`src/rcr_pkg.sv`:
```
// package: offsets, field positions, defaults and timing for the config register bank
package rcr_pkg;

  // register index values presented through the extended index register
  localparam logic [7:0] IDX_PIN_FUNC  = 8'h16;
  localparam logic [7:0] IDX_LEGACY    = 8'h17;
  localparam logic [7:0] IDX_SHARING   = 8'h18;
  localparam logic [7:0] IDX_FASTCLK   = 8'h19;
  localparam logic [7:0] IDX_FDC_BASE  = 8'h20;
  localparam logic [7:0] IDX_PRT_BASE  = 8'h23;
  localparam logic [7:0] IDX_UA_BASE   = 8'h24;
  localparam logic [7:0] IDX_UB_BASE   = 8'h25;
  localparam logic [7:0] IDX_DMA_ALLOC = 8'h26;
  localparam logic [7:0] IDX_PRT_IRQ   = 8'h27;

  // host i/o ports of the index/data pair, one pair per access select value
  localparam logic [10:0] IDX_PORT_A   = 11'h2E0;
  localparam logic [10:0] IDX_PORT_B   = 11'h160;
  localparam logic [10:0] DATA_PORT_OFS = 11'h001;

  // unlock and exit keys written to the index port
  localparam logic [7:0] KEY_ENTER     = 8'h5A;
  localparam logic [7:0] KEY_EXIT      = 8'hA5;

  // pin function and defaults register fields
  localparam int PIN1_SEL_BIT  = 5;
  localparam int PIN0_SEL_BIT  = 4;
  localparam int PNP_SEL_BIT   = 2;
  localparam int ACCESS_SEL_BIT = 0;

  // legacy gating register fields
  localparam int PRT_DRIVE_BIT = 4;
  localparam int FDC_LGDIS_BIT = 3;
  localparam int PRT_LGDIS_BIT = 2;
  localparam int UA_LGDIS_BIT  = 1;
  localparam int UB_LGDIS_BIT  = 0;

  // fast clock register fields
  localparam int UA_FAST_BIT   = 1;
  localparam int UB_FAST_BIT   = 0;

  // writable bit masks, reserved bits stay zero
  localparam logic [7:0] MASK_PIN_FUNC = 8'h35;
  localparam logic [7:0] MASK_LEGACY   = 8'h1F;
  localparam logic [7:0] MASK_SHARING  = 8'hFF;
  localparam logic [7:0] MASK_FASTCLK  = 8'h03;
  localparam logic [7:0] MASK_FDC_BASE = 8'hFC;
  localparam logic [7:0] MASK_PRT_BASE = 8'hFF;
  localparam logic [7:0] MASK_UART_BASE = 8'hFE;
  localparam logic [7:0] MASK_DMA_ALLOC = 8'hFF;
  localparam logic [7:0] MASK_PRT_IRQ  = 8'hEF;

  // reset and plug-and-play default values
  localparam logic [7:0] RST_VALUE     = 8'h00;
  localparam logic [7:0] DEF_FDC_BASE  = 8'hFC;
  localparam logic [7:0] DEF_PRT_BASE  = 8'hDE;
  localparam logic [7:0] DEF_UA_BASE   = 8'hFE;
  localparam logic [7:0] DEF_UB_BASE   = 8'hBE;
  localparam logic [7:0] DEF_DMA_ALLOC = 8'h23;
  localparam logic [7:0] DEF_PRT_IRQ   = 8'h05;

  // timing
  localparam int CLK_PERIOD_NS = 10;
  localparam int IRQ_PULSE_NS  = 200;
  localparam logic [4:0] IRQ_PULSE_CYC =
    5'((IRQ_PULSE_NS + CLK_PERIOD_NS - 1) / CLK_PERIOD_NS);
  localparam logic [1:0] STRAP_WAIT_CYC = 2'h2;

endpackage

```
`src/rcr_config_bank.sv`:
```
// module: configuration register bank with host index/data access and resource routing
//
// Behaviour
// RQ1: bit 4 zero makes shared pin interrupt B, one makes it general I/O zero.
// RQ2: default select zero clears base, DMA and IRQ registers; one loads defaults.
// RQ3: defaults are FC, DE, FE, BE, 23 and 05 for the allocation registers.
// RQ4: default select write reloads only when the new value differs from old.
// RQ5: access select plus external enable choose the unlock sequence and ports.
// RQ6: strap pins set shared-pin, default and access select bits after power-on.
// RQ7: printer IRQ open-drain only in ECP/EPP when drive bit zero.
// RQ8: floppy legacy disable zero lets output register bit 3 gate IRQ/DRQ.
// RQ9: printer legacy disable zero lets control bit 4 gate IRQ/DRQ.
// RQ10: UART legacy disable zero lets modem control bit 3 gate UART IRQ.
// RQ11: sharing pin pulses low 200ns per request, tri-stated otherwise.
// RQ12: sharing register bit n selects sharing mode for pin n, A to H.
// RQ13: fast clock bit picks the 14.769MHz UART clock, else normal selection.
// RQ14: floppy base 7..2 matches A9..4, A3 low, chip select and A10 low.
// RQ15: base bits 7 and 6 both zero disable that function's decode.
// RQ16: parallel base matches A9..2, or eight-byte windows with EPP on.
// RQ17: parallel needs A10 low except ECP, where A10 picks extended registers.
// RQ18: UART base 7..1 matches A9..3, chip select and A10 low.
// RQ19: reserved low bits of floppy and UART base registers read zero.
// RQ20: DMA upper nibble floppy, lower printer; 0 none, 1..3 channels A..C.
// RQ21: index register picks which register the data port reads and writes.
// RQ22: DMA codes above three select no channel at all.
// RQ23: bit 5 zero makes second shared pin interrupt A, one general I/O one.

`timescale 1ns/1ps
`default_nettype none

module rcr_config_bank (
  // clock and reset
  input  wire logic        ref_clk,
  input  wire logic        sys_rst,
  // host i/o bus pins
  input  wire logic [10:0] host_addr,
  input  wire logic        host_aen,
  input  wire logic        chip_select_n,
  input  wire logic        host_iow_n,
  input  wire logic        host_ior_n,
  input  wire logic [7:0]  host_data_in,
  output logic      [7:0]  host_data_out,
  output logic             host_data_oe,
  // power-on strap pins
  input  wire logic        uart_b_rts_strap,
  input  wire logic        uart_a_rts_strap,
  input  wire logic        uart_a_dtr_strap,
  // control from neighbouring logic
  input  wire logic        ext_access_enable,
  input  wire logic        printer_mode_ecp_epp,
  input  wire logic        printer_mode_ecp,
  input  wire logic        printer_epp_enable,
  // function block requests and legacy gate bits
  input  wire logic        floppy_irq,
  input  wire logic        floppy_drq,
  input  wire logic        floppy_dor_bit3,
  input  wire logic        printer_irq,
  input  wire logic        printer_drq,
  input  wire logic        printer_device_control_bit4,
  input  wire logic        serial_a_irq,
  input  wire logic        serial_a_modem_control_bit3,
  input  wire logic        serial_b_irq,
  input  wire logic        serial_b_modem_control_bit3,
  // routed interrupt requests and pin usage per pin A..H
  input  wire logic [7:0]  irq_pin_req,
  input  wire logic [7:0]  irq_pin_used,
  // dma acknowledge pins, channels A..C
  input  wire logic [2:0]  dma_ack,
  // interrupt pins A..H
  output logic      [7:0]  irq_pin_out,
  output logic      [7:0]  irq_pin_oe,
  // dma request pins and acknowledges back to functions
  output logic      [2:0]  dma_req,
  output logic             floppy_dack,
  output logic             printer_dack,
  // gated interrupts and drive type
  output logic             floppy_irq_gated,
  output logic             printer_irq_gated,
  output logic             serial_a_irq_gated,
  output logic             serial_b_irq_gated,
  output logic             printer_irq_open_drain,
  // uart clock selection
  output logic             serial_a_fast_clock,
  output logic             serial_b_fast_clock,
  // shared pin function
  output logic             shared_pin0_select,
  output logic             shared_pin1_select,
  // address decode selects
  output logic             floppy_select,
  output logic             parallel_select,
  output logic             parallel_ext_select,
  output logic             serial_a_select,
  output logic             serial_b_select
);

  typedef struct packed {
    logic [10:0]     addr_s1;
    logic [10:0]     addr_s2;
    logic            aen_s1;
    logic            aen_s2;
    logic            csn_s1;
    logic            csn_s2;
    logic            iow_s1;
    logic            iow_s2;
    logic            iow_d;
    logic            ior_s1;
    logic            ior_s2;
    logic [7:0]      data_s1;
    logic [7:0]      data_s2;
    logic [2:0]      dack_s1;
    logic [2:0]      dack_s2;
    logic [2:0]      strap_s1;
    logic [2:0]      strap_s2;
    logic [1:0]      strap_cnt;
    logic            strap_done;
    logic            ext_mode;
    logic            key_seen;
    logic [7:0]      index;
    logic [7:0]      pin_func;
    logic [7:0]      legacy;
    logic [7:0]      sharing;
    logic [7:0]      fastclk;
    logic [7:0]      fdc_base;
    logic [7:0]      prt_base;
    logic [7:0]      ua_base;
    logic [7:0]      ub_base;
    logic [7:0]      dma_alloc;
    logic [7:0]      prt_irq;
    logic [7:0]      rd_data;
    logic            rd_oe;
    logic [7:0]      req_d;
    logic [7:0][4:0] pulse_cnt;
    logic [7:0]      pin_out;
    logic [7:0]      pin_oe;
    logic [2:0]      dreq;
    logic            fd_dack;
    logic            pp_dack;
    logic            fd_irq;
    logic            pp_irq;
    logic            ua_irq;
    logic            ub_irq;
    logic            pp_od;
    logic            ua_fast;
    logic            ub_fast;
    logic            pin0_sel;
    logic            pin1_sel;
    logic            fd_sel;
    logic            pp_sel;
    logic            pp_ext;
    logic            ua_sel;
    logic            ub_sel;
  } rcr_state_type;

  rcr_state_type st_ff;
  rcr_state_type nxt_st;

  // a base register with bits 7 and 6 clear turns its decode off
  function automatic logic base_on(input logic [7:0] base);
    base_on = base[7] | base[6]; // [RQ15]
  endfunction

  // one-hot channel from an allocation nibble; unknown codes select nothing
  function automatic logic [2:0] dma_onehot(input logic [3:0] code);
    case (code)
      4'h1:    dma_onehot = 3'h1; // [RQ20]
      4'h2:    dma_onehot = 3'h2; // [RQ20]
      4'h3:    dma_onehot = 3'h4; // [RQ20]
      default: dma_onehot = 3'h0; // [RQ22]
    endcase
  endfunction

  // plug-and-play allocation registers take defaults or zeros
  function automatic rcr_state_type pnp_load(input rcr_state_type s, input logic def);
    rcr_state_type r;
    r = s;
    r.fdc_base  = def ? rcr_pkg::DEF_FDC_BASE  : rcr_pkg::RST_VALUE; // [RQ2] [RQ3]
    r.prt_base  = def ? rcr_pkg::DEF_PRT_BASE  : rcr_pkg::RST_VALUE; // [RQ2] [RQ3]
    r.ua_base   = def ? rcr_pkg::DEF_UA_BASE   : rcr_pkg::RST_VALUE; // [RQ2] [RQ3]
    r.ub_base   = def ? rcr_pkg::DEF_UB_BASE   : rcr_pkg::RST_VALUE; // [RQ2] [RQ3]
    r.dma_alloc = def ? rcr_pkg::DEF_DMA_ALLOC : rcr_pkg::RST_VALUE; // [RQ2] [RQ3]
    r.prt_irq   = def ? rcr_pkg::DEF_PRT_IRQ   : rcr_pkg::RST_VALUE; // [RQ2] [RQ3]
    return r;
  endfunction

  always_comb begin
    rcr_state_type n;
    logic [10:0]   idx_port;
    logic [10:0]   dat_port;
    logic          wr_edge;
    logic          wr_idx;
    logic          wr_dat;
    logic          io_ok;
    logic [7:0]    wval;
    logic [7:0]    rsel;
    logic          fd_drq_g;
    logic          pp_drq_g;
    logic [2:0]    fd_ch;
    logic [2:0]    pp_ch;
    logic          rise;
    n = st_ff;
    rsel = 8'h00;
    rise = 1'b0;
    wval = st_ff.data_s2;
    // index and data ports move with the access select bit
    idx_port = st_ff.pin_func[rcr_pkg::ACCESS_SEL_BIT] ?
               rcr_pkg::IDX_PORT_B : rcr_pkg::IDX_PORT_A; // [RQ5]
    dat_port = 11'(idx_port + rcr_pkg::DATA_PORT_OFS);
    io_ok    = st_ff.strap_done & ~st_ff.aen_s2;
    wr_edge  = io_ok & st_ff.iow_d & ~st_ff.iow_s2;
    wr_idx   = wr_edge & (st_ff.addr_s2 == idx_port);
    wr_dat   = wr_edge & (st_ff.addr_s2 == dat_port) & st_ff.ext_mode;
    fd_drq_g = floppy_drq & (st_ff.legacy[rcr_pkg::FDC_LGDIS_BIT] | floppy_dor_bit3); // [RQ8]
    pp_drq_g = printer_drq &
               (st_ff.legacy[rcr_pkg::PRT_LGDIS_BIT] | printer_device_control_bit4); // [RQ9]
    fd_ch      = dma_onehot(st_ff.dma_alloc[7:4]); // [RQ20]
    pp_ch      = dma_onehot(st_ff.dma_alloc[3:0]); // [RQ20]

    // pin synchronisers
    n.addr_s1  = host_addr;
    n.addr_s2  = st_ff.addr_s1;
    n.aen_s1   = host_aen;
    n.aen_s2   = st_ff.aen_s1;
    n.csn_s1   = chip_select_n;
    n.csn_s2   = st_ff.csn_s1;
    n.iow_s1   = host_iow_n;
    n.iow_s2   = st_ff.iow_s1;
    n.iow_d    = st_ff.iow_s2;
    n.ior_s1   = host_ior_n;
    n.ior_s2   = st_ff.ior_s1;
    n.data_s1  = host_data_in;
    n.data_s2  = st_ff.data_s1;
    n.dack_s1  = dma_ack;
    n.dack_s2  = st_ff.dack_s1;
    n.strap_s1 = {uart_b_rts_strap, uart_a_rts_strap, uart_a_dtr_strap};
    n.strap_s2 = st_ff.strap_s1;

    // strap capture waits until the synchronisers hold pin levels
    if (!st_ff.strap_done) begin
      if (st_ff.strap_cnt == rcr_pkg::STRAP_WAIT_CYC) begin
        n.strap_done = 1'b1;
        n.pin_func = 8'h00;
        n.pin_func[rcr_pkg::PIN1_SEL_BIT]   = st_ff.strap_s2[2]; // [RQ6]
        n.pin_func[rcr_pkg::PIN0_SEL_BIT]   = st_ff.strap_s2[2]; // [RQ6]
        n.pin_func[rcr_pkg::PNP_SEL_BIT]    = st_ff.strap_s2[1]; // [RQ6]
        n.pin_func[rcr_pkg::ACCESS_SEL_BIT] = st_ff.strap_s2[0]; // [RQ6]
        n = pnp_load(n, st_ff.strap_s2[1]); // [RQ2]
      end else begin
        n.strap_cnt = 2'(st_ff.strap_cnt + 2'h1);
      end
    end

    // unlock: one key write, or two in a row when the external enable is set
    if (wr_idx && !st_ff.ext_mode) begin
      if (st_ff.data_s2 == rcr_pkg::KEY_ENTER) begin
        if (!ext_access_enable || st_ff.key_seen) begin // [RQ5]
          n.ext_mode = 1'b1;
          n.key_seen = 1'b0;
        end else begin
          n.key_seen = 1'b1;
        end
      end else begin
        n.key_seen = 1'b0;
      end
    end else if (wr_idx) begin
      if (st_ff.data_s2 == rcr_pkg::KEY_EXIT) begin
        n.ext_mode = 1'b0;
      end else begin
        n.index = st_ff.data_s2; // [RQ21]
      end
    end

    // data port writes land in the indexed register, reserved bits masked
    if (wr_dat) begin
      case (st_ff.index) // [RQ21]
        rcr_pkg::IDX_PIN_FUNC: begin
          n.pin_func = wval & rcr_pkg::MASK_PIN_FUNC;
          // an unchanged default select leaves the allocation registers alone
          if (wval[rcr_pkg::PNP_SEL_BIT] != st_ff.pin_func[rcr_pkg::PNP_SEL_BIT]) begin // [RQ4]
            n = pnp_load(n, wval[rcr_pkg::PNP_SEL_BIT]); // [RQ2]
          end
        end
        rcr_pkg::IDX_LEGACY:    n.legacy    = wval & rcr_pkg::MASK_LEGACY;
        rcr_pkg::IDX_SHARING:   n.sharing   = wval & rcr_pkg::MASK_SHARING;
        rcr_pkg::IDX_FASTCLK:   n.fastclk   = wval & rcr_pkg::MASK_FASTCLK;
        rcr_pkg::IDX_FDC_BASE:  n.fdc_base  = wval & rcr_pkg::MASK_FDC_BASE; // [RQ19]
        rcr_pkg::IDX_PRT_BASE:  n.prt_base  = wval & rcr_pkg::MASK_PRT_BASE;
        rcr_pkg::IDX_UA_BASE:   n.ua_base   = wval & rcr_pkg::MASK_UART_BASE; // [RQ19]
        rcr_pkg::IDX_UB_BASE:   n.ub_base   = wval & rcr_pkg::MASK_UART_BASE; // [RQ19]
        rcr_pkg::IDX_DMA_ALLOC: n.dma_alloc = wval & rcr_pkg::MASK_DMA_ALLOC;
        rcr_pkg::IDX_PRT_IRQ:   n.prt_irq   = wval & rcr_pkg::MASK_PRT_IRQ;
        default: ;
      endcase
    end

    // read mux; unmapped indices read zero
    case (st_ff.index) // [RQ21]
      rcr_pkg::IDX_PIN_FUNC:  rsel = st_ff.pin_func;
      rcr_pkg::IDX_LEGACY:    rsel = st_ff.legacy;
      rcr_pkg::IDX_SHARING:   rsel = st_ff.sharing;
      rcr_pkg::IDX_FASTCLK:   rsel = st_ff.fastclk;
      rcr_pkg::IDX_FDC_BASE:  rsel = st_ff.fdc_base;
      rcr_pkg::IDX_PRT_BASE:  rsel = st_ff.prt_base;
      rcr_pkg::IDX_UA_BASE:   rsel = st_ff.ua_base;
      rcr_pkg::IDX_UB_BASE:   rsel = st_ff.ub_base;
      rcr_pkg::IDX_DMA_ALLOC: rsel = st_ff.dma_alloc;
      rcr_pkg::IDX_PRT_IRQ:   rsel = st_ff.prt_irq;
      default:                rsel = 8'h00;
    endcase
    n.rd_oe   = io_ok & st_ff.ext_mode & ~st_ff.ior_s2 &
                ((st_ff.addr_s2 == idx_port) | (st_ff.addr_s2 == dat_port));
    n.rd_data = (st_ff.addr_s2 == idx_port) ? st_ff.index : rsel;

    // function decode from the synchronised address
    n.fd_sel = io_ok & ~st_ff.csn_s2 & ~st_ff.addr_s2[10] & base_on(st_ff.fdc_base) &
               (st_ff.addr_s2[9:4] == st_ff.fdc_base[7:2]) & ~st_ff.addr_s2[3]; // [RQ14]
    n.pp_sel = io_ok & ~st_ff.csn_s2 & base_on(st_ff.prt_base) &
               (printer_mode_ecp | ~st_ff.addr_s2[10]) & // [RQ17]
               (printer_epp_enable ? (st_ff.addr_s2[9:3] == st_ff.prt_base[7:1]) :
                                     (st_ff.addr_s2[9:2] == st_ff.prt_base)); // [RQ16]
    n.pp_ext = n.pp_sel & printer_mode_ecp & st_ff.addr_s2[10]; // [RQ17]
    n.ua_sel = io_ok & ~st_ff.csn_s2 & ~st_ff.addr_s2[10] & base_on(st_ff.ua_base) &
               (st_ff.addr_s2[9:3] == st_ff.ua_base[7:1]); // [RQ18]
    n.ub_sel = io_ok & ~st_ff.csn_s2 & ~st_ff.addr_s2[10] & base_on(st_ff.ub_base) &
               (st_ff.addr_s2[9:3] == st_ff.ub_base[7:1]); // [RQ18]

    // legacy gating of requests
    n.fd_irq = floppy_irq & (st_ff.legacy[rcr_pkg::FDC_LGDIS_BIT] | floppy_dor_bit3); // [RQ8]
    n.pp_irq = printer_irq &
               (st_ff.legacy[rcr_pkg::PRT_LGDIS_BIT] | printer_device_control_bit4); // [RQ9]
    n.ua_irq = serial_a_irq &
               (st_ff.legacy[rcr_pkg::UA_LGDIS_BIT] | serial_a_modem_control_bit3); // [RQ10]
    n.ub_irq = serial_b_irq &
               (st_ff.legacy[rcr_pkg::UB_LGDIS_BIT] | serial_b_modem_control_bit3); // [RQ10]
    n.pp_od  = ~st_ff.legacy[rcr_pkg::PRT_DRIVE_BIT] & printer_mode_ecp_epp; // [RQ7]

    // dma routing; two functions on one channel simply irq_pin_e_sharing it
    n.dreq     = (fd_ch & {3{fd_drq_g}}) | (pp_ch & {3{pp_drq_g}}); // [RQ22]
    n.fd_dack  = |(fd_ch & st_ff.dack_s2);
    n.pp_dack  = |(pp_ch & st_ff.dack_s2);

    // clock and pin function selects
    n.ua_fast  = st_ff.fastclk[rcr_pkg::UA_FAST_BIT]; // [RQ13]
    n.ub_fast  = st_ff.fastclk[rcr_pkg::UB_FAST_BIT]; // [RQ13]
    n.pin0_sel = st_ff.pin_func[rcr_pkg::PIN0_SEL_BIT]; // [RQ1]
    n.pin1_sel = st_ff.pin_func[rcr_pkg::PIN1_SEL_BIT]; // [RQ23]

    // interrupt pins: legacy follows the request, sharing pulses low per rising edge
    n.req_d = irq_pin_req;
    for (int i = 0; i < 8; i++) begin
      rise = irq_pin_req[i] & ~st_ff.req_d[i];
      if (st_ff.sharing[i]) begin // [RQ12]
        if (st_ff.pulse_cnt[i] != 5'h00) begin
          n.pulse_cnt[i] = 5'(st_ff.pulse_cnt[i] - 5'h01);
        end else if (rise) begin
          n.pulse_cnt[i] = rcr_pkg::IRQ_PULSE_CYC; // [RQ11]
        end
        n.pin_out[i] = 1'b0; // [RQ11]
        n.pin_oe[i]  = (n.pulse_cnt[i] != 5'h00); // [RQ11]
      end else begin
        // a request arriving mid-pulse is dropped; legacy mode clears the count
        n.pulse_cnt[i] = 5'h00;
        n.pin_out[i]   = irq_pin_req[i];
        n.pin_oe[i]    = irq_pin_used[i];
      end
    end

    nxt_st = n;
  end

  always_ff @(posedge ref_clk) begin
    if (sys_rst) begin
      st_ff <= '0;
      st_ff.iow_s1 <= 1'b1;
      st_ff.iow_s2 <= 1'b1;
      st_ff.iow_d  <= 1'b1;
      st_ff.ior_s1 <= 1'b1;
      st_ff.ior_s2 <= 1'b1;
      st_ff.csn_s1 <= 1'b1;
      st_ff.csn_s2 <= 1'b1;
      st_ff.aen_s1 <= 1'b1;
      st_ff.aen_s2 <= 1'b1;
    end else begin
      st_ff <= nxt_st;
    end
  end

  assign host_data_out          = st_ff.rd_data;
  assign host_data_oe           = st_ff.rd_oe;
  assign irq_pin_out            = st_ff.pin_out;
  assign irq_pin_oe             = st_ff.pin_oe;
  assign dma_req                = st_ff.dreq;
  assign floppy_dack            = st_ff.fd_dack;
  assign printer_dack           = st_ff.pp_dack;
  assign floppy_irq_gated       = st_ff.fd_irq;
  assign printer_irq_gated      = st_ff.pp_irq;
  assign serial_a_irq_gated     = st_ff.ua_irq;
  assign serial_b_irq_gated     = st_ff.ub_irq;
  assign printer_irq_open_drain = st_ff.pp_od;
  assign serial_a_fast_clock    = st_ff.ua_fast;
  assign serial_b_fast_clock    = st_ff.ub_fast;
  assign shared_pin0_select     = st_ff.pin0_sel;
  assign shared_pin1_select     = st_ff.pin1_sel;
  assign floppy_select          = st_ff.fd_sel;
  assign parallel_select        = st_ff.pp_sel;
  assign parallel_ext_select    = st_ff.pp_ext;
  assign serial_a_select        = st_ff.ua_sel;
  assign serial_b_select        = st_ff.ub_sel;

endmodule

`default_nettype wire

```
`config.mk`:
```
export PLATFORM = sky130hd
export DESIGN_NAME = rcr_config_bank
export DESIGN_NICKNAME = d
export VERILOG_FILES = /design/src/rcr_pkg.sv /design/src/rcr_config_bank.sv
export SDC_FILE = /design/constraint.sdc
export NUM_CORES = 1
export LEC_CHECK = 0
export BUFFER_PORTS_ARGS = -buffer_cell sky130_fd_sc_hd__buf_2
export CAP_MARGIN = 0
export CORE_MARGIN = 2
export CORE_UTILIZATION = 35
export CTS_CLUSTER_SIZE = 12
export DETAILED_ROUTE_END_ITERATION = 10
export PLACE_DENSITY = 0.55
export SYNTH_ARGS = -nofsm -noshare
export SYNTH_HDL_FRONTEND = slang
export SYNTH_SLANG_ARGS = --single-unit
```
`constraint.sdc`:
```
create_clock -name ref_clk -period 2.6 [get_ports ref_clk]
set_input_delay 0.13 -clock ref_clk [delete_from_list [all_inputs] [get_ports ref_clk]]
set_output_delay 0.13 -clock ref_clk [all_outputs]
set_load 0.02 [all_outputs]
```
Word level (Yosys, flattened, before mapping)
Index checks and enable logic that the tools add are counted.
{ "totals": {"register_bits": 244, "latch_bits": 0, "ramBits": 0, "romBits": 0, "in_bits": 61, "output_inout_bits": 44, "wordCells": 297, "mem_count": 0} }
{ "op_classes": {"n_addsub": 10, "n_mul": 0, "div": 0, "magnitude_cmp": 0, "eq_ne": 27, "shifts": 0, "muxes": 77, "bitwise": 76, "n_reduce_logical": 38} }
{ "ops": {"columns": ["op", "n"], "rows": [
  ["185-bit two-way mux", 1],
  ["183-bit two-way mux", 1],
  ["172-bit two-way mux", 1],
  ["8-bit one-hot mux with 2 select lines", 9],
  ["140-bit two-way mux", 1],
  ["5-bit two-way mux", 24],
  ["8-bit two-way mux", 13],
  ["92-bit two-way mux", 1],
  ["8-bit one-hot mux with 10 select lines", 1],
  ["5-bit nonzero test", 16],
  ["8-bit by 6-bit equality test with 1-bit output, second input constant", 6],
  ["5-bit by 1-bit subtractor with 5-bit output, second input constant", 8],
  ["1-bit AND", 38],
  ["8-bit by 5-bit equality test with 1-bit output, second input constant", 4],
  ["2-bit OR reduction", 16],
  ["1-bit NOT", 23],
  ["7-bit equality test", 3],
  ["3-bit one-hot mux with 3 select lines", 2],
  ["1-bit two-way mux", 17],
  ["4-bit by 2-bit equality test with 1-bit output, second input constant", 4],
  ["3-bit AND", 4],
  ["6-bit two-way mux", 2],
  ["10-bit by 1-bit adder with 11-bit output, second input constant", 1],
  ["11-bit by 10-bit equality test with 1-bit output", 1],
  ["18 further kinds", 31]
]} }

Depth between registers and ports, before layout
Gate-level depths: netlist of the first run.
{ "depth": {"ltp_word": 12, "depth_mapped": 9, "mapped_depth_nobuf": 8} }

Worst setup path before layout of the first run
OpenSTA, ideal clock, no wires.
{ "synth_timing": {"kind": "register to register", "from": "register st_ff[50] (netlist bit)", "to": "register st_ff (netlist bit irq_pin_oe[3])", "setup_time_ns": 0.134, "arrival_ns": 2.002, "required_time_ns": 2.466, "path_slack_ns": 0.464, "path_stages_with_launch": 10, "path_buffers": 1, "period_less_slack_ns": 2.136, "path_cell_list": "dfxtp_1 -> inv_1 -> ha_1 -> or3b_2 -> clkbuf_1 -> nor2_1 -> nor4_1 -> xnor2_1 -> nor2_1 -> or4_1"} }
{ "synth_between": {"elab_chain_len": 10, "word_cells_on_any_way": 12, "classes_between": "1 x add/sub; 9 x mux; 2 x reduce/logical"} }
{ "synth_rtl": {"columns": ["item", "line", "source"], "rows": [
  ["from (decl)", "rcr_config_bank.sv:154", "rcr_state_type st_ff;"],
  ["from (signal assigned)", "rcr_config_bank.sv:383", "st_ff <= nxt_st;"],
  ["183-bit two-way mux", "rcr_config_bank.sv:239", "if (st_ff.strap_cnt == rcr_pkg::STRAP_WAIT_CYC) begin"],
  ["185-bit two-way mux", "rcr_config_bank.sv:238", "if (!st_ff.strap_done) begin"],
  ["140-bit two-way mux", "rcr_config_bank.sv:278", "if (wval[rcr_pkg::PNP_SEL_BIT] != st_ff.pin_func[rcr_pkg::PNP_SEL_BIT]) begin"],
  ["92-bit two-way mux", "rcr_config_bank.sv:274", "case (st_ff.index)"],
  ["172-bit two-way mux", "rcr_config_bank.sv:273", "if (wr_dat) begin"],
  ["5-bit two-way mux", "rcr_config_bank.sv:354", "end else if (rise) begin"],
  ["5-bit two-way mux (*)", "rcr_config_bank.sv:352", "if (st_ff.pulse_cnt[i] != 5'h00) begin"],
  ["5-bit two-way mux (*)", "rcr_config_bank.sv:351", "if (st_ff.sharing[i]) begin"],
  ["5-bit nonzero test (*)", "rcr_config_bank.sv:358", "n.pin_oe[i] = (n.pulse_cnt[i] != 5'h00);"],
  ["1-bit two-way mux (*)", "rcr_config_bank.sv:351", null]
]} }
Every way passes the cells marked *; elsewhere a longest branch is shown, timed or not. The select of a mux whose other input is x is not followed.
A chain may end at the register's enable or synchronous reset.

Final worst setup path of the first run
{ "layout_timing": {"from": "register st_ff[230] (netlist bit)", "to": "register st_ff[160] (netlist bit)"} }
{ "layout_between": {"elab_chain_len": 4} }
{ "layout_rtl": {"columns": ["item", "line", "source"], "rows": [
  ["11-bit equality test", "rcr_config_bank.sv:211", "wr_dat = wr_edge & (st_ff.addr_s2 == dat_port) & st_ff.ext_mode;"],
  ["1-bit AND (2 in a row)", "rcr_config_bank.sv:211", null],
  ["172-bit two-way mux", "rcr_config_bank.sv:273", null]
]} }
No other way between the ends.

==> results of run 1 <==
==> path summary, 6_finish.rpt <==
kind                                      start             to  cells after the start
worst min-delay path            irq_pin_used[6]  irq_pin_oe[6]                      4
worst max-delay path                 st_ff[230]     st_ff[160]                      6
worst min register to register       st_ff[213]   host_data_oe                      1
worst max register to register       st_ff[230]     st_ff[160]                      6
==> through the flow <==
stage          total power [µW]  setup WS (ns)  instances
2_1_floorplan              4250          0.464       1197
3_3_place_gp               4450          0.264       1642
3_5_place_dp               4450          0.212       1642
4_1_cts                    8150          0.194       1743
5_1_grt                    8390         0.0284       1744
6_report                   8050          0.209       1744
==> critical path: stages (launching register included) <==
cell                        delay [ns]
sky130_fd_sc_hd__dfxtp_1          0.39
sky130_fd_sc_hd__and4bb_1         0.35
sky130_fd_sc_hd__o2111ai_2        0.24
sky130_fd_sc_hd__or3_1            0.60
sky130_fd_sc_hd__nor3_4           0.40
sky130_fd_sc_hd__mux2i_1          0.23
sky130_fd_sc_hd__nor2_1           0.05
==> registers in the layout (all words and copies together), names as in the netlist <==
register                count
st_ff                     187
host_data_out               8
irq_pin_oe                  8
irq_pin_out                 8
nxt_st                      4
dma_req                     3
floppy_dack                 1
floppy_irq_gated            1
floppy_select               1
host_data_oe                1
parallel_ext_select         1
parallel_select             1
printer_dack                1
printer_irq_gated           1
printer_irq_open_drain      1
serial_a_fast_clock         1
serial_a_irq_gated          1
serial_a_select             1
serial_b_fast_clock         1
serial_b_irq_gated          1
serial_b_select             1
shared_pin0_select          1
shared_pin1_select          1
==> logic make-up (layout without fill, tap and decap cells) <==
group	Yosys count	in the layout	synth area share, %
AOI/OAI and AO/OA	217	217	13.2
muxes	38	38	3.81
xor gates and xnor gates	34	34	2.89
adders and majority gates	9	9	1.09
buffers and inverters	112	275	5.33
and+or+nand+nor	552	552	28.0
DFF	235	235	45.6
==> what timing repair did <==
item	CTS	global route
gates resized for setup	0	0
hold buffers	56	1
setup endpoints to repair	0	0
hold endpoints to repair	66	1
==> power breakdown <==
group	switching, µW	internal (µW)	total, µW
Clock	1420	2190	3610
Sequential	89.1	3710	3800
Combinational	352	286	638
Total	1860	6190	8050
==> final cells by class <==
type                       instances  share of cell area, %
tap                              384                   3.80
timing repair buffer             204                   11.4
multi-input combinational        850                   40.0
clock buffer                      41                   6.63
clock inverter                     4                  0.188
inverter                          26                  0.772
sequential                       235                   37.2
==> cell usage in the layout, fill, tap and decap left out, drive strengths merged, types with 9 or more instances in the layout <==
master | synthesis | layout
o21ai | 43 | 43
buf | 41 | 147
a22oi | 19 | 19
or2 | 14 | 14
a31oi | 14 | 14
nor2b | 85 | 85
and2 | 14 | 14
dfxtp | 235 | 235
mux2i | 28 | 28
nand3b | 9 | 9
nor4 | 15 | 15
ha | 9 | 9
mux2 | 10 | 10
a22o | 11 | 11
nor3 | 33 | 33
nand3 | 12 | 12
and3 | 16 | 16
a21oi | 74 | 74
inv | 26 | 27
nor3b | 10 | 10
a21o | 22 | 22
dlygate4sd3 | 0 | 57
nor2 | 119 | 119
nand2b | 23 | 23
xor2 | 10 | 10
xnor2 | 24 | 24
clkbuf | 45 | 41
nand2 | 157 | 157
==> metal layers <==
layer  track usage, %  vias to the layer above  share of wire (%)
li1                 -                     4370                  -
met1             25.0                     4073                 47
met2             29.7                      255                 45
met3             2.77                       49                5.7
met4             5.65                        0                2.7
met5                0                        -                  0
==> summary.md, run 1 <==
| Metric | Value |
|---|---|
| Final sum of negative setup slack | `0 ns` |
| Post-CTS setup buffer count | `0` |
| Final Max Tran Viols | `0` |
| Via count of the routed design | `approximately 8,700` |
| Length of the first detailed-routing pass in iterations | `7` |
| Synthesis-to-layout area growth | `22.6%` |
| Most frequently used flop master after synthesis | `sky130_fd_sc_hd__dfxtp_1` |
| Residual overflow from global routing | `0` |
| Effective utilization at floorplan | `a little over a third` |
| Area of the die | `30,800 µm²` |
| Share of the core filled with cells | `a little over two fifths` |
| Placeable core area | `28,900 µm²` |
| Fraction of synthesized cell area taken by the top area cell type | `~46%` |
| Horiz. Die Dim | `around 180 µm` |
| Number of buffers between clock root and the deepest sink | `3` |
| HPWL reported at the end of detailed placement | `about 20,000 µm` |
| Max-cap viol count | `0` |
| Number of antenna violations at the first check in global routing | `0` |
| Final design area excluding fillers | `approximately 13,000 µm²` |
| Wire length of the first global-routing pass | `about 45,000 µm` |
| Top cell type by total area after synthesis | `sky130_fd_sc_hd__dfxtp_1` |
| Root Driver | `sky130_fd_sc_hd__clkbuf_16` |
| Sequential area share after synthesis | `a little under half` |
| Most numerous cell types in the synthesized netlist | `sky130_fd_sc_hd__dfxtp_1, sky130_fd_sc_hd__nand2_1, sky130_fd_sc_hd__nor2_1` |
| Measured slew at the worst slew-check pin | `0.736 ns` |
| Critical path arrival | `around 2.8 ns` |
| Mapped Cells | `1,197` |
| Fin Clk Skew | `roughly 0.013 ns` |
| Final setup fails | `0` |
| Slew Limit Headroom | `50.6%` |
| Top-level port count | `105` |
| Startpoint type of the worst setup path | `register` |
| Clk sinks | `around 240` |
| DR vias/cell | `between 5 and 6` |
| Standard cell area after detailed placement | `between 10,000 and 15,000 µm²` |
| Synth Area per Inst | `~8.6 µm²` |
| DRT iter0 DRCs | `about 750` |
| Final hold violation count | `0` |
| Power per cell area | `approximately 640 nW/µm²` |
| Routed wire length | `roughly 29,000 µm` |
| H-tree depth | `1` |
| Slack of the worst reg-to-reg path | `approximately 0.21 ns` |
| CTS buffer count | `26` |
| Storage cell area | `about 4700 µm²` |
| Number of antenna diodes | `0` |
| DRC violations left | `0` |
| Clock tree from TritonCTS | `built` |
| Area of the multi-input gates | `about 5100 µm²` |
| Maximum fanout along the worst path | `8` |
| Endpoint type of the worst setup path | `register` |
| Flop and latch count out of synthesis | `roughly 240` |
| Final worst path period share | `roughly nine tenths` |
| Via count of the first global-routing pass | `between 8,000 and 9,000` |
| Worst min-delay path category | `primary input to register` |
| Largest net degree at the start of global routing | `58` |
| Number of nets in the synthesized netlist | `1,267` |
| RSZ-0062 raised after global routing | `false` |
| Area contributors post-synth | `sky130_fd_sc_hd__dfxtp_1, sky130_fd_sc_hd__nand2_1, sky130_fd_sc_hd__nor2b_1` |
| Worst skew pair latency | `roughly 0.53 ns` |
| Overall fraction of global-route tracks in use | `a little under a fifth` |
| Fraction of synthesis flops using an asynchronous set or reset pin | `0%` |
| Post-route minimum period | `roughly 2.4 ns` |
| Fmax | `0.418 GHz` |
| Distinct cells, synth | `68` |
| Net count reported at finish | `1,413` |
| # fillers | `roughly 2,800` |
| CTS clk-pin slew, worst paths | `0.06 ns` |
| Number of enable-type register cells in the synthesized netlist | `0` |
| Die height | `176 µm` |
| Data required, critical path | `around 3.0 ns` |
| Count leader, synth | `sky130_fd_sc_hd__dfxtp_1` |
| Worst hold slack across all endpoints | `between 0.005 and 0.006 ns` |
| Maximum vdd ir drop | `0.401 mV` |
| Routability-driven placement congestion ratio | `about 0.93` |
| Leak pwr | `roughly 0.0053 µW` |
| Worst setup path category | `register to register` |
| Cell area after synthesis | `10,300 µm²` |
| Yosys Warn Count | `0` |
| Port buffer count | `about 100` |
| Outcome | `finished, final reports clean` |
| Antenna Nets Post-Route | `0` |
| Share of layout cells above drive strength 1 | `between 10% and 20%` |
| Rows | `between 60 and 70` |
| WL/cell | `approximately 16 µm` |
No activity file was read; power rests on OpenSTA's default activity.
==> run 2, diff against run 1 <==
--- a/config.mk
+++ b/config.mk
@@ -12,6 +12,7 @@
 export CTS_CLUSTER_SIZE = 12
 export DETAILED_ROUTE_END_ITERATION = 10
 export PLACE_DENSITY = 0.55
+export SETUP_SLACK_MARGIN = 0.5
 export SYNTH_ARGS = -nofsm -noshare
 export SYNTH_HDL_FRONTEND = slang
 export SYNTH_SLANG_ARGS = --single-unit
==> summary.md, run 2 (synthesis results as in run 1) <==
| Metric | Value |
|---|---|
| Outcome | `finished, final reports clean` |
| H-tree depth | `1 (unchanged)` |
| Worst setup path category | `register to register` |
| Overall fraction of global-route tracks in use | `18.5% (+0.18 points)` |
| Measured slew at the worst slew-check pin | `0.714 ns (-0.0221 ns)` |
| Number of buffers between clock root and the deepest sink | `3 (unchanged)` |
| Area of the multi-input gates | `5330 µm² (+5.4%)` |
| Post-route minimum period | `2.09 ns (-0.300 ns)` |
| Fin Clk Skew | `0.0110 ns (-0.00188 ns)` |
| WL/cell | `16.5 µm (+0.85%)` |
| Data required, critical path | `2.99 ns (about the same)` |
| Slew Limit Headroom | `52.3% (+1.7 points)` |
| Startpoint type of the worst setup path | `register` |
| Port buffer count | `104 (unchanged)` |
| Length of the first detailed-routing pass in iterations | `5 (-2)` |
| Max-cap viol count | `0 (unchanged)` |
| Antenna Nets Post-Route | `0 (unchanged)` |
| Leak pwr | `0.00551 µW (+3.4%)` |
| Largest register by flop count | `st_ff` |
| Fmax | `0.478 GHz (+14%)` |
| Number of antenna diodes | `0 (unchanged)` |
| Final sum of negative setup slack | `0 ns (unchanged)` |
| Residual overflow from global routing | `0 (unchanged)` |
| Maximum vdd ir drop | `0.473 mV (+18%)` |
| Effective utilization at floorplan | `35.7% (unchanged)` |
| Root Driver | `sky130_fd_sc_hd__clkbuf_16` |
| RSZ-0062 raised after global routing | `true` |
| Critical path arrival | `2.49 ns (-0.30 ns)` |
| Synthesis-to-layout area growth | `27.8%` |
| Clk sinks | `235 (unchanged)` |
| Top-level port count | `105 (unchanged)` |
| Net count reported at finish | `1,429 (+1.1%)` |
| Final design area excluding fillers | `13,200 µm² (+4.2%)` |
| Top library cells by usage in the layout, fill and taps aside | `sky130_fd_sc_hd__dfxtp_1, sky130_fd_sc_hd__nand2_1, sky130_fd_sc_hd__nor2_1` |
| CTS buffer count | `27 (+3.8%)` |
| Final hold violation count | `0 (unchanged)` |
| Via count of the first global-routing pass | `8,410 (+2.0%)` |
| Rows | `62 (unchanged)` |
| Min-Delay Path Depth | `4 (unchanged)` |
| DR vias/cell | `5.01 (about the same)` |
| Number of flip-flops in the largest register | `187 (unchanged)` |
| DRT iter0 DRCs | `586 (-22%)` |
| Worst skew pair latency | `0.53 ns (about the same)` |
| Standard cell area after detailed placement | `11,200 µm² (-0.22%)` |
| Share of the core filled with cells | `45.7% (+1.8 points)` |
| Storage cell area | `4740 µm² (+0.66%)` |
| Routed wire length | `29,100 µm (+2.0%)` |
| Area of the die | `30,800 µm² (unchanged)` |
| CTS clk-pin slew, worst paths | `0.06 ns (about the same)` |
| Via count of the routed design | `8,840 (+1.1%)` |
| Number of antenna violations at the first check in global routing | `0 (unchanged)` |
| Power per cell area | `633 nW/µm² (-0.63%)` |
| Placeable core area | `28,900 µm² (unchanged)` |
| HPWL reported at the end of detailed placement | `19,900 µm (-2.0%)` |
| Final setup fails | `0 (unchanged)` |
| Largest net degree at the start of global routing | `118 (+100%)` |
| Horiz. Die Dim | `176 µm (unchanged)` |
| Number of standard cells in the layout, taps in and fillers out | `1,763 (+1.1%)` |
| Overall Power | `8340 µW (+3.6%)` |
| Final worst path period share | `80.4% (-12 points)` |
| Endpoint type of the worst setup path | `register` |
| Maximum fanout along the worst path | `7 (-1)` |
| Wire length of the first global-routing pass | `45,700 µm (+1.3%)` |
| Final Max Tran Viols | `0 (unchanged)` |
| DRC violations left | `0 (unchanged)` |
| Worst min-delay path category | `primary input to register` |
| Clock tree from TritonCTS | `built` |
| Placed cell count | `1,634 (-0.49%)` |
| # fillers | `2,831 (-0.39%)` |
| Share of layout cells above drive strength 1 | `22.0% (+5.1 points)` |
| Die height | `176 µm (unchanged)` |
| Routability-driven placement congestion ratio | `0.936 (+0.65%)` |
| Most frequent standard cell in the layout excluding fill and tap cells | `sky130_fd_sc_hd__dfxtp_1` |
| Logic depth of the worst register-to-register path | `8 (+2)` |
run 2: cell count changes in the layout (fill, tap and decap cells not counted), sizes merged:
cell	delta
buf	+9
clkinvlp	+2
bufinv	+3
clkbuf	-2
clkinv	+1
dlygate4sd3	+6
run 2: routing by layer:
metal	routed length (µm)	vias up	GRT usage (%)
met5	0	-	0
met4	740	0	5.30
met3	1950	46	3.53
met2	13000	304	29.6
met1	13400	4081	25.3
li1	-	4409	-
run 2: final timing paths:
| check | start | endpoint | slack (ns) |
|---|---|---|---|
| worst min register to register | st_ff[213] | host_data_oe | 0.40 |
| worst max-delay path | st_ff[56] | irq_pin_oe[4] | 0.51 |
| worst max register to register | st_ff[56] | irq_pin_oe[4] | 0.51 |
| worst min-delay path | irq_pin_used[0] | irq_pin_oe[0] | 0.02 |
run 2: final cells by class:
class,count,share of cell area [%]
inverters,26,0.760
multi-input cells,850,40.5
well taps,384,3.65
clock inverters,10,1.02
flip-flops and latches,235,35.9
repair buffers,219,12.2
clock buffers,39,6.00
run 2: critical path, cell delays in order, from the launching register on:
cell and delay, ns:
sky130_fd_sc_hd__dfxtp_4 0.36, sky130_fd_sc_hd__inv_4 0.06, sky130_fd_sc_hd__ha_4 0.12, sky130_fd_sc_hd__or3b_4 0.44, sky130_fd_sc_hd__nor2_4 0.17, sky130_fd_sc_hd__nor4_2 0.06
sky130_fd_sc_hd__xnor2_1 0.16, sky130_fd_sc_hd__nor2_1 0.07, sky130_fd_sc_hd__or4_1 0.51
run 2: where the power goes:
group | leakage, µW | switching (µW) | total, µW | internal, µW
clock | 0.000452 | 1500 | 3900 | 2400
sequential | 0.00192 | 90.6 | 3800 | 3710
combinational | 0.00313 | 349 | 635 | 287
total | 0.00551 | 1940 | 8340 | 6400
run 2: repair_timing:
| item | CTS | global route |
|---|---|---|
| buffers inserted | 3 | 14 |
| hold buffers | 63 | 0 |
| endpoints found under the hold margin | 62 | 0 |
| setup endpoints to repair | 63 | 77 |
| pin swaps | 6 | 22 |
| cloned | 0 | 0 |
| resized for setup | 21 | 66 |
run 2: through the flow:
step,worst slack (ns),hold WS [ns]
5_1_grt,0.423,0.0175
6_report,0.509,0.0182
2_1_floorplan,0.511,0.234
3_3_place_gp,0.277,0.312
3_5_place_dp,0.220,0.316
4_1_cts,0.498,0.0221
==> run 3, diff against run 2 <==
==> constraint.sdc (replaced) <==
create_clock -name ref_clk -period 2.1 [get_ports ref_clk]
set_input_delay 0.105 -clock ref_clk [delete_from_list [all_inputs] [get_ports ref_clk]]
set_output_delay 0.105 -clock ref_clk [all_outputs]
set_load 0.02 [all_outputs]
==> summary.md, run 3 (synthesis results as in run 1) <==
| Metric | Value |
|---|---|
| Port buffer count | `104 (unchanged)` |
| Maximum vdd ir drop | `0.566 mV (+20%)` |
| Number of buffers between clock root and the deepest sink | `3 (unchanged)` |
| Clk sinks | `235 (unchanged)` |
| DRT iter0 DRCs | `646 (+10%)` |
| Rows | `62 (unchanged)` |
| Final sum of negative setup slack | `0 ns (unchanged)` |
| Via count of the routed design | `9,462 (+7.0%)` |
| Fin Clk Skew | `0.0181 ns (+0.00711 ns)` |
| Horiz. Die Dim | `176 µm (unchanged)` |
| Worst hold slack across all endpoints | `0.0111 ns (-0.00712 ns)` |
| Highest cell delay on the worst timing path | `0.41 ns (-0.10 ns)` |
| Worst setup path category | `register to register` |
| Endpoint type of the worst setup path | `register` |
| Maximum fanout along the worst path | `8 (+1)` |
| Effective utilization at floorplan | `35.7% (unchanged)` |
| RSZ-0062 raised after global routing | `true` |
| Most frequent standard cell in the layout excluding fill and tap cells | `sky130_fd_sc_hd__dfxtp_1` |
| DR vias/cell | `5.09 (+1.5%)` |
| Final setup fails | `0 (unchanged)` |
| Min-Delay Path Depth | `4 (unchanged)` |
| Largest register by flop count | `st_ff` |
| Antenna Nets Post-Route | `0 (unchanged)` |
| Placed cell count | `1,681 (+2.9%)` |
| CTS buffer count | `27 (unchanged)` |
| Net count reported at finish | `1,526 (+6.8%)` |
| Wire length of the first global-routing pass | `49,600 µm (+8.5%)` |
| Synthesis-to-layout area growth | `45.7%` |
| Overall fraction of global-route tracks in use | `20.2% (+1.7 points)` |
| Data required, critical path | `2.51 ns (-0.48 ns)` |
| Final Max Tran Viols | `0 (unchanged)` |
| Post-route minimum period | `2.05 ns (-0.0370 ns)` |
| Area of the die | `30,800 µm² (unchanged)` |
| Final hold violation count | `0 (unchanged)` |
| Final worst path period share | `97.8% (+17 points)` |
| Logic depth of the worst register-to-register path | `7 (-1)` |
| Top library cells by usage in the layout, fill and taps aside | `sky130_fd_sc_hd__dfxtp_1, sky130_fd_sc_hd__nand2_1, sky130_fd_sc_hd__buf_2` |
| Number of antenna diodes | `0 (unchanged)` |
| Number of flip-flops in the largest register | `187 (unchanged)` |
| Number of antenna violations at the first check in global routing | `1 (+1)` |
| H-tree depth | `1 (unchanged)` |
| Die height | `176 µm (unchanged)` |
| Cell at the slowest stage of the critical path | `sky130_fd_sc_hd__or3b_4` |
| Outcome | `finished, final reports clean` |
| Ordered list of cells on the worst path | `and4bb_1 > o2111ai_2 > buf_6 > or3b_4 > nor2_8 > mux2i_1 > nor2_1` |
| Top-level port count | `105 (unchanged)` |
| Residual overflow from global routing | `0 (unchanged)` |
| Placeable core area | `28,900 µm² (unchanged)` |
| CTS clk-pin slew, worst paths | `0.06 ns (about the same)` |
| Share of layout cells above drive strength 1 | `36.3% (+14 points)` |
| Overall Power | `10,400 µW (+24%)` |
| DRC violations left | `0 (unchanged)` |
| Via count of the first global-routing pass | `9,255 (+10%)` |
| Clock tree from TritonCTS | `built` |
| Worst min-delay path category | `primary input to register` |
| Max-cap viol count | `0 (unchanged)` |
| Root Driver | `sky130_fd_sc_hd__clkbuf_16` |
| Routability-driven placement congestion ratio | `0.938 (+0.21%)` |
| Critical path arrival | `2.46 ns (-0.03 ns)` |
| Share of the core filled with cells | `52.0% (+6.4 points)` |
| Number of standard cells in the layout, taps in and fillers out | `1,859 (+5.4%)` |
| WL/cell | `17.3 µm (+4.8%)` |
| Power per cell area | `691 nW/µm² (+9.2%)` |
| Measured slew at the worst slew-check pin | `0.584 ns (-0.130 ns)` |
| Fmax | `0.487 GHz (+1.8%)` |
| Largest net degree at the start of global routing | `64 (-46%)` |
| Startpoint type of the worst setup path | `register` |
| Slew Limit Headroom | `60.5% (+8.2 points)` |
| Length of the first detailed-routing pass in iterations | `8 (+3)` |
| Leak pwr | `0.00636 µW (+15%)` |
| Worst skew pair latency | `0.54 ns (about the same)` |
| HPWL reported at the end of detailed placement | `21,100 µm (+6.0%)` |
| Routed wire length | `32,200 µm (+11%)` |
run 3: layout make-up:
class	count	area (µm²)
well taps	384	480
repair buffers	316	2660
flip-flops and latches	235	4750
inverters	26	97.6
clock inverters	12	144
multi-input cells	850	6140
clock buffers	36	749
fillers	2654	13800
run 3: worst paths after layout:
path,from,end,slack [ns]
min,printer_device_control_bit4,dma_req[0],0.01
max,st_ff[164],st_ff[176],0.05
min reg2reg,st_ff[214],st_ff[213],0.41
max reg2reg,st_ff[164],st_ff[176],0.05
run 3: stage by stage:
step / setup WS [ns] / cell area (µm²)
floorplan: 0.0932 / 10600
global placement: 0.0386 / 11700
detailed placement: -0.00830 / 11700
CTS: 0.0870 / 14500
global route: -0.0553 / 15000
finish: 0.0455 / 15000
run 3: routing by layer:
layer / part of all wire (%) / track usage (%) / vias to the layer above
met3: 6.1 / 2.97 / 84
met4: 4.0 / 7.89 / 0
met5: 0 / 0 / -
met2: 45 / 33.3 / 311
met1: 45 / 26.7 / 4459
li1: - / - / 4608
run 3: critical path, delay by kind of cell, from the launching register on:
family / cells / cell delay, ns
compound gates: 1 / 0.18
buf+inv: 1 / 0.18
flops: 1 / 0.32
mux: 1 / 0.22
simple gates: 4 / 1.00
run 3: power by group:
part | internal, µW | leakage (µW) | switching (µW) | total, µW
registers | 4590 | 0.00193 | 87.8 | 4680
clock network | 2860 | 0.000438 | 1870 | 4730
logic | 436 | 0.00399 | 530 | 965
total | 7890 | 0.00636 | 2490 | 10400
run 3: timing repair:
action	4_1_cts	5_1_grt
pin swaps	62	77
gates resized for setup	190	105
gates cloned	6	0
hold endpoints to repair	66	0
hold buffers	63	0
buffers inserted	49	12
endpoints found under the setup margin	107	115
